**src/pieb_pkg.sv**
```systemverilog
// Package: register map, bit positions, reset values and carriers of the enable bank
package pieb_pkg;

  // Bus widths
  localparam int AW = 4;  // Register address width
  localparam int DW = 8;  // Register data width

  // Register offsets
  localparam logic [AW-1:0] OFS_ENABLE  = 4'h0;  // peripheral_irq_enable_one
  localparam logic [AW-1:0] OFS_CONTROL = 4'h1;  // irq_control_reg (bits 7 and 6 here)
  localparam logic [AW-1:0] OFS_FLAGS   = 4'h2;  // Source flags, cleared by a read

  // Enable and flag bit positions
  localparam int BIT_TIMER_GATE   = 7;  // timer_gate_irq_en
  localparam int BIT_CONVERTER    = 6;  // converter_irq_en
  localparam int BIT_SERIAL_RX    = 5;  // serial_rx_irq_en
  localparam int BIT_SERIAL_TX    = 4;  // serial_tx_irq_en
  localparam int BIT_SYNC_PORT    = 3;  // sync_port_irq_en
  localparam int BIT_CAPCOMP_ONE  = 2;  // capcomp_one_irq_en
  localparam int BIT_PERIOD_MATCH = 1;  // period_match_irq_en
  localparam int BIT_TIMER_OVF    = 0;  // timer_overflow_irq_en

  // Control register bit positions
  localparam int CTL_GLOBAL_BIT = 7;  // global_irq_enable
  localparam int CTL_PERIPH_BIT = 6;  // peripheral_group_enable

  // Reset values
  localparam logic [DW-1:0] ENABLE_RST  = 8'h00;
  localparam logic [DW-1:0] CONTROL_RST = 8'h00;
  localparam logic [DW-1:0] FLAGS_RST   = 8'h00;
  localparam logic [DW-1:0] RDATA_RST   = 8'h00;
  localparam logic [DW-1:0] UNMAPPED_RD = 8'h00;  // Answer to an unmapped read

  // One bit per source, bit 7 first, same layout as the enable register
  typedef struct packed {
    logic timer_gate;
    logic converter;
    logic serial_rx;
    logic serial_tx;
    logic sync_port;
    logic capcomp_one;
    logic period_match;
    logic timer_overflow;
  } pieb_src_t;

  // Register port request
  typedef struct packed {
    logic [AW-1:0] addr;
    logic [DW-1:0] wdata;
    logic          wr;
    logic          rd;
  } pieb_bus_t;

endpackage : pieb_pkg

```
**src/pieb_flags.sv**
```systemverilog
// Sticky source flag bank with read-to-clear and set-over-clear priority
`timescale 1ns/10ps
module pieb_flags
  import pieb_pkg::*;
(
  // Clock and reset
  input  wire logic      clk,
  input  wire logic      resetn,
  // Events and clear
  input  wire pieb_src_t set_i,
  input  wire logic      clr_i,
  // Flag state
  output pieb_src_t      flags_o
);

  logic [DW-1:0] flag_reg;   // Held flags
  logic [DW-1:0] flag_next;  // Next flags

  // Per-bit next value; an event in the clearing cycle is kept
  genvar gi;
  generate
    for (gi = 0; gi < DW; gi++) begin : g_flag
      always_comb begin
        flag_next[gi] = set_i[gi] | (flag_reg[gi] & ~clr_i);
      end
    end
  endgenerate

  // Register stage
  always_ff @(posedge clk or negedge resetn) begin
    if (!resetn) begin
      flag_reg <= FLAGS_RST;
    end else begin
      flag_reg <= flag_next;
    end
  end

  assign flags_o = pieb_src_t'(flag_reg);

endmodule : pieb_flags

```
**src/pieb_gate.sv**
```systemverilog
// Request gating: per-source enables, then group and global enables, registered
`timescale 1ns/10ps
module pieb_gate
  import pieb_pkg::*;
(
  // Clock and reset
  input  wire logic      clk,
  input  wire logic      resetn,
  // Qualifiers
  input  wire pieb_src_t flags_i,
  input  wire pieb_src_t enable_i,
  input  wire logic      periph_en_i,
  input  wire logic      global_en_i,
  // Request
  output logic           irq_o
);

  logic irq_reg;   // Registered request
  logic irq_next;  // Next request

  // OR of enabled flags, then the two shared enables
  always_comb begin
    irq_next = (|(flags_i & enable_i))
               & periph_en_i
               & global_en_i;
  end

  // Register stage keeps the output glitch free
  always_ff @(posedge clk or negedge resetn) begin
    if (!resetn) begin
      irq_reg <= 1'b0;
    end else begin
      irq_reg <= irq_next;
    end
  end

  assign irq_o = irq_reg;

endmodule : pieb_gate

```
**src/pieb_top.sv**
```systemverilog
// Top of the first peripheral interrupt enable bank with its register port
//
// What this block does
// No request without peripheral group enable set
// Bit 7 gates timer gate acquisition
// Bit 6 gates converter interrupt
// Bit 5 gates serial receive interrupt
// Bit 4 gates serial transmit interrupt
// Bit 3 gates synchronous port interrupt
// Bit 2 gates first capture/compare interrupt
// Bit 1 gates period match interrupt
// Bit 0 gates first timer overflow
// All enables read/write, zero after reset
// Global enable zero blocks every interrupt
// Flags set on events regardless of enables
// Group enable gates all peripheral requests
// Request is OR of flag AND enable
//
// The plain strobed port and the placing of the registers were left to the implementer.
`timescale 1ns/10ps
module pieb_top
  import pieb_pkg::*;
(
  // Clock and reset
  input  wire logic          clk,
  input  wire logic          resetn,
  // Register port
  input  wire pieb_bus_t     bus_i,
  output logic    [DW-1:0]   rdata,
  // Source events, one-cycle pulses from same-clock peripherals
  input  wire pieb_src_t     events_i,
  // Interrupt request to the core
  output logic               irq
);

  // Address match used by both the write and the read path
  function automatic logic hit(input logic [AW-1:0] a, input logic [AW-1:0] ofs);
    hit = (a == ofs);
  endfunction : hit

  // Register map, one byte per offset:
  //   0x0  peripheral_irq_enable_one, one enable bit per source, read/write
  //   0x1  irq_control_reg, bit 7 global enable, bit 6 group enable, rest zero
  //   0x2  sticky source flags, read only, a read returns and clears them
  //   else writes ignored, reads answer zero
  // Flags latch whatever the enables hold, so software can poll a source
  // with its interrupt masked; the price is that a stale flag fires at once
  // when its enable is set, so clear the flags before enabling.
  //
  // Software state
  logic      [DW-1:0] en_reg;     // peripheral_irq_enable_one
  logic      [DW-1:0] en_next;
  logic      [DW-1:0] ctl_reg;    // irq_control_reg, bits 7 and 6 only
  logic      [DW-1:0] ctl_next;
  logic      [DW-1:0] rdata_reg;  // Read answer
  logic      [DW-1:0] rdata_next;
  pieb_src_t          flags_q;    // Sticky flags
  logic               flag_clr;   // Read of the flag register

  // Named views of the enable bits, also the gating mask; the names keep the
  // bit positions in one place, the package
  logic timer_gate_irq_en;
  logic converter_irq_en;
  logic serial_rx_irq_en;
  logic serial_tx_irq_en;
  logic sync_port_irq_en;
  logic capcomp_one_irq_en;
  logic period_match_irq_en;
  logic timer_overflow_irq_en;
  logic global_irq_enable;
  logic peripheral_group_enable;

  assign timer_gate_irq_en     = en_reg[BIT_TIMER_GATE];
  assign converter_irq_en      = en_reg[BIT_CONVERTER];
  assign serial_rx_irq_en      = en_reg[BIT_SERIAL_RX];
  assign serial_tx_irq_en      = en_reg[BIT_SERIAL_TX];
  assign sync_port_irq_en      = en_reg[BIT_SYNC_PORT];
  assign capcomp_one_irq_en    = en_reg[BIT_CAPCOMP_ONE];
  assign period_match_irq_en   = en_reg[BIT_PERIOD_MATCH];
  assign timer_overflow_irq_en = en_reg[BIT_TIMER_OVF];
  assign global_irq_enable       = ctl_reg[CTL_GLOBAL_BIT];
  assign peripheral_group_enable = ctl_reg[CTL_PERIPH_BIT];

  // Assemble the mask in source order so bit positions stay tied to names
  pieb_src_t enable_mask;
  always_comb begin
    enable_mask.timer_gate     = timer_gate_irq_en;
    enable_mask.converter      = converter_irq_en;
    enable_mask.serial_rx      = serial_rx_irq_en;
    enable_mask.serial_tx      = serial_tx_irq_en;
    enable_mask.sync_port      = sync_port_irq_en;
    enable_mask.capcomp_one    = capcomp_one_irq_en;
    enable_mask.period_match   = period_match_irq_en;
    enable_mask.timer_overflow = timer_overflow_irq_en;
  end

  // Next values of the writable registers
  always_comb begin
    en_next  = en_reg;
    ctl_next = ctl_reg;
    if (bus_i.wr && hit(bus_i.addr, OFS_ENABLE)) begin
      // Every enable bit is writable
      en_next = bus_i.wdata;
    end
    if (bus_i.wr && hit(bus_i.addr, OFS_CONTROL)) begin
      // Only the two shared enables live here; other bits stay zero
      ctl_next = CONTROL_RST;
      ctl_next[CTL_GLOBAL_BIT] = bus_i.wdata[CTL_GLOBAL_BIT];
      ctl_next[CTL_PERIPH_BIT] = bus_i.wdata[CTL_PERIPH_BIT];
    end
  end

  // Read answer; a flag read also clears the flags it returns. Writes to the
  // flag offset fall through both processes: the flags are read only.
  always_comb begin
    rdata_next = UNMAPPED_RD;
    flag_clr   = 1'b0;
    if (bus_i.rd) begin
      if (hit(bus_i.addr, OFS_ENABLE)) begin
        rdata_next = en_reg;
      end else if (hit(bus_i.addr, OFS_CONTROL)) begin
        rdata_next = ctl_reg;
      end else if (hit(bus_i.addr, OFS_FLAGS)) begin
        rdata_next = flags_q;
        flag_clr   = 1'b1;
      end else begin
        // Unmapped offsets answer zero and have no side effect
        rdata_next = UNMAPPED_RD;
      end
    end
  end

  // Register stage; every reset zeroes the enables, so no source can fire
  // until software has written both the enables and the control bits.
  // The read answer is a flop too, which keeps rdata off the address path.
  always_ff @(posedge clk or negedge resetn) begin
    if (!resetn) begin
      en_reg    <= ENABLE_RST;
      ctl_reg   <= CONTROL_RST;
      rdata_reg <= RDATA_RST;
    end else begin
      en_reg    <= en_next;
      ctl_reg   <= ctl_next;
      rdata_reg <= rdata_next;
    end
  end

  assign rdata = rdata_reg;

  // Flags latch independently of any enable; an event in the cycle of a flag
  // read wins over the clear, so no event is ever lost
  pieb_flags u_flags (
    .clk     (clk),
    .resetn  (resetn),
    .set_i   (events_i),
    .clr_i   (flag_clr),
    .flags_o (flags_q)
  );

  // Gating and registering of the request. irq trails the flags by one cycle;
  // the extra flop costs a cycle of latency but keeps decode glitches off
  // the request line.
  pieb_gate u_gate (
    .clk         (clk),
    .resetn      (resetn),
    .flags_i     (flags_q),
    .enable_i    (enable_mask),
    .periph_en_i (peripheral_group_enable),
    .global_en_i (global_irq_enable),
    .irq_o       (irq)
  );

  // Helper: both shared enables set
  logic both_en;
  assign both_en = global_irq_enable & peripheral_group_enable;

  // Helpers: strobes decoded per register, shared by the checks below
  logic wr_enable;    // Write to the enable register
  logic wr_control;   // Write to the control register
  logic rd_flags;     // Read of the flag register
  logic rd_unmapped;  // Read of an offset that holds nothing
  assign wr_enable   = bus_i.wr && hit(bus_i.addr, OFS_ENABLE);
  assign wr_control  = bus_i.wr && hit(bus_i.addr, OFS_CONTROL);
  assign rd_flags    = bus_i.rd && hit(bus_i.addr, OFS_FLAGS);
  assign rd_unmapped = bus_i.rd && !hit(bus_i.addr, OFS_ENABLE)
                       && !hit(bus_i.addr, OFS_CONTROL) && !hit(bus_i.addr, OFS_FLAGS);
endmodule : pieb_top

```
**config.mk**
```make
export PLATFORM = sky130hd
export DESIGN_NAME = pieb_top
export DESIGN_NICKNAME = d
export VERILOG_FILES = /design/src/pieb_pkg.sv /design/src/pieb_flags.sv /design/src/pieb_gate.sv /design/src/pieb_top.sv
export SDC_FILE = /design/constraint.sdc
export NUM_CORES = 1
export LEC_CHECK = 0
export BUFFER_PORTS_ARGS = -buffer_cell sky130_fd_sc_hd__clkbuf_2
export CELL_PAD_IN_SITES_DETAIL_PLACEMENT = 0
export CELL_PAD_IN_SITES_GLOBAL_PLACEMENT = 1
export CORE_ASPECT_RATIO = 1.1
export CORE_UTILIZATION = 42
export CTS_BUF_LIST = sky130_fd_sc_hd__clkbuf_16
export DETAILED_ROUTE_END_ITERATION = 12
export HOLD_SLACK_MARGIN = 0.15
export PLACE_DENSITY = 0.86
export SLEW_MARGIN = 20
export SYNTH_ARGS = -nofsm -noshare
export SYNTH_HDL_FRONTEND = slang
export SYNTH_SLANG_ARGS = --single-unit
```
**constraint.sdc**
```tcl
create_clock -name clk -period 2.6 [get_ports clk]
set_clock_uncertainty 0.2 [all_clocks]
set_input_delay 0.52 -clock clk [delete_from_list [all_inputs] [get_ports clk]]
set_output_delay 0.52 -clock clk [all_outputs]
set_load 0.02 [all_outputs]
```
==> summary.md <==
| Metric | Value |
|---|---|
| Final-report hold violation count | `0` |
| GRT met2 Usage | `a little over a quarter` |
| Core footprint | `about 2300 um2` |
| Vias | `between 700 and 800` |
| Gate Count Post-Synth | `76` |
| Post-CTS Setup Inserts | `0` |
| Die H | `approximately 55 um` |
| Hold/Removal Path Class | `in2reg` |
| Required time of the worst setup path | `between 2 and 3 ns` |
| Status | `finished, final reports clean` |
| WS Path Type | `in2reg` |
| Yosys warnings | `0` |
| Fillers | `between 150 and 200` |
| DP Worst Slack | `between 0.5 and 0.6 ns` |
| Worst-Margin Slew | `0.647 ns` |
| Max Freq | `between 500 and 600 MHz` |
| Boundary Pins | `33` |
| GR peak layer | `met2` |
| Total CTS buffers | `3` |
| Startpoint Class | `primary input` |
| Crit path capture type | `flip-flop` |
| Placement Rows | `18` |
| Critical Path AT | `around 1.8 ns` |
| Largest net degree at the start of global routing | `28` |
| Most instantiated cells after synthesis | `dfrtp_1, mux2_2, a21o_1` |
| Worst vdd rail ir drop | `~0.00042 V` |
| Cell Area, Synth | `1070 um2` |
| M3 GR Usage | `roughly 3.3%` |
| Top-count cell post-synth | `dfrtp_1` |
| Ys flop type | `dfrtp_1` |
| First-pass DRT Iterations | `3` |
| Fin worst setup slack | `~0.77 ns` |
| DRT iter0 DRCs | `7` |
| Fin crit share | `about 70%` |
| Max clock buf depth | `2` |
| DP Wirelength | `1410 um` |
| # placed instances | `137` |
| Initial antenna violation count | `0` |
| First-pass GRT wire length | `between 3000 and 4000 um` |
| Synth Register Bits | `27` |
| Clock Tree Root | `clkbuf_16` |
| Crit-path leading delay family | `simple AND/OR/NAND/NOR gates` |
| Slew Limit Headroom | `56.9%` |
| Max Slew Vio Count | `0` |
| Clk pin slew, worst setup/hold paths | `around 0.07 ns` |
| Grt met1 use | `approximately a fifth` |
| Worst-path maximum fanout | `8` |
| FF-to-FF setup slack | `approximately 1.5 ns` |
| Post-Layout Cell Count | `approximately 140` |
| Critical path's slowest cell | `or3b_1` |
| Drt total wl | `1940 um` |
| Largest stage delay, worst path | `roughly 0.52 ns` |
| Total GRT Usage | `~16%` |
| Initial Util | `about 46%` |
| CTS tree | `built` |
| Syn-to-layout area delta | `26.4%` |
| Worst hold margin | `roughly 0.25 ns` |
| EDFF count, synth | `0` |
| Max-Cap Viols | `0` |
| Skew-Pair Late Insertion Delay | `roughly 0.25 ns` |
| Die area | `2750 um2` |
| PortBufs | `32` |
| Crit-path cells | `clkbuf_2 -> or3b_4 -> or3b_1 -> a21o_1` |
| Fin area | `between 1000 and 1500 um2` |
| Bufs and invs on worst path | `1` |
| Fraction of registers with async set/reset | `100%` |
| Placed inst area | `1260 um2` |
| Setup tns final | `0 ns` |
| Unrepaired setup endpoints after global routing | `false` |
| Synth top area cells | `dfrtp_1, mux2_2, a21o_1` |
| Net Count, Synth | `100` |
| Min Tclk post-route | `~1.8 ns` |
| # diodes | `0` |
| Endpoints failing setup | `0` |
| Post-layout util | `roughly three fifths` |
| CTS sink count | `27` |
| Avg WL per Cell | `between 10 and 15 um` |
| Vias/cell | `a little over 5` |
| Routed Antenna Nets | `0` |
| Top-area cell type share of the netlist area | `a little over three fifths` |
| Syn Area/Cell | `between 10 and 15 um2` |
| H-tree levels | `1` |
| Vias in the first global route | `roughly 700` |
| DRC errors left | `0` |
| Netlist cell types | `19` |
| Grt total ovfl | `0` |
| Share of cells above drive strength 1 | `approximately 46%` |
| PwrDens | `~710 nW/um2` |
| Synth area leader | `dfrtp_1` |
| Design Power | `0.956 mW` |
| Die width | `50.1 um` |
| Global placement routability congestion | `0.762` |
| Lkg Pwr | `about 0.64 nW` |
| Seq/Total Area, Yosys | `a little over three fifths` |
| Nets@finish | `approximately 140` |
[worst reg2reg max path, cell delays in order, from the launching register on]
cell and delay (ns):
dfrtp_1 0.37, mux2i_1 0.08, or2_2 0.27, a21oi_1 0.14
[cell families (layout without fill, tap and decap cells)]
kind of cell / count (synthesis) / after routing / synth area share, %
muxes: 12 / 12 / 12.4
and+or+nand+nor: 14 / 14 / 7.95
AOI/OAI and AO/OA: 21 / 21 / 15.1
DFF: 27 / 27 / 63.2
buffers and inverters: 2 / 38 / 1.40
[per-layer routing]
metal  vias up  part of all wire (%)
li1        352                     -
met3         2                   3.6
met5         -                     0
met1       349                    44
met2        16                    51
met4         0                   1.1
[cells in the final DEF, fill, tap and decap left out]
cell type / count
nor3b_2: 1
a22o_1: 6
a22oi_1: 4
nand2_1: 3
clkbuf_2: 32
a21o_1: 8
a21oi_1: 2
nand3_1: 2
nor2_1: 2
mux2_2: 10
dfrtp_1: 27
or3b_4: 1
mux2i_1: 2
dlygate4sd3_1: 1
or2_2: 2
clkinvlp_4: 1
or3b_1: 1
buf_4: 1
nor2b_1: 1
a41oi_1: 1
nor3_1: 1
clkbuf_16: 3
[final cells by class]
cell class	instances	area, um2	share of cell area [%]
repair buffers	34	178	13.1
clock inverters	1	7.51	0.555
clock buffers	3	75.1	5.55
multi-input cells	47	379	28.0
flip-flops and latches	27	676	50.0
well taps	30	37.5	2.78
[power by group]
part	total (mW)	leakage [nW]	switching, mW	internal [mW]
sequential	0.497	0.318	0.0314	0.465
clock	0.342	0.0371	0.133	0.208
combinational	0.118	0.285	0.0519	0.0661
[timing repair]
item / CTS / global route
endpoints found under the hold margin: 27 / 0
resized for setup: 0 / 0
hold buffers: 1 / 0
setup endpoints to repair: 0 / 0
[worst paths after layout]
| check | from | to | cells after the start |
|---|---|---|---|
| setup / recovery | bus_i[13] | u_flags.flags_o[5]$_DFF_PN0_ | 4 |
| hold / removal | events_i[0] | u_flags.flags_o[0]$_DFF_PN0_ | 2 |
| setup reg to reg | en_reg[7]$_DFFE_PN0P_ | rdata[7]$_DFF_PN0_ | 3 |
| hold reg to reg | u_flags.flags_o[7]$_DFF_PN0_ | u_flags.flags_o[7]$_DFF_PN0_ | 1 |
| max in group asynchronous | resetn | rdata[7]$_DFF_PN0_ | 2 |
| min in group asynchronous | resetn | u_flags.flags_o[1]$_DFF_PN0_ | 2 |
Note: power is estimated with default switching activity, not from simulation.
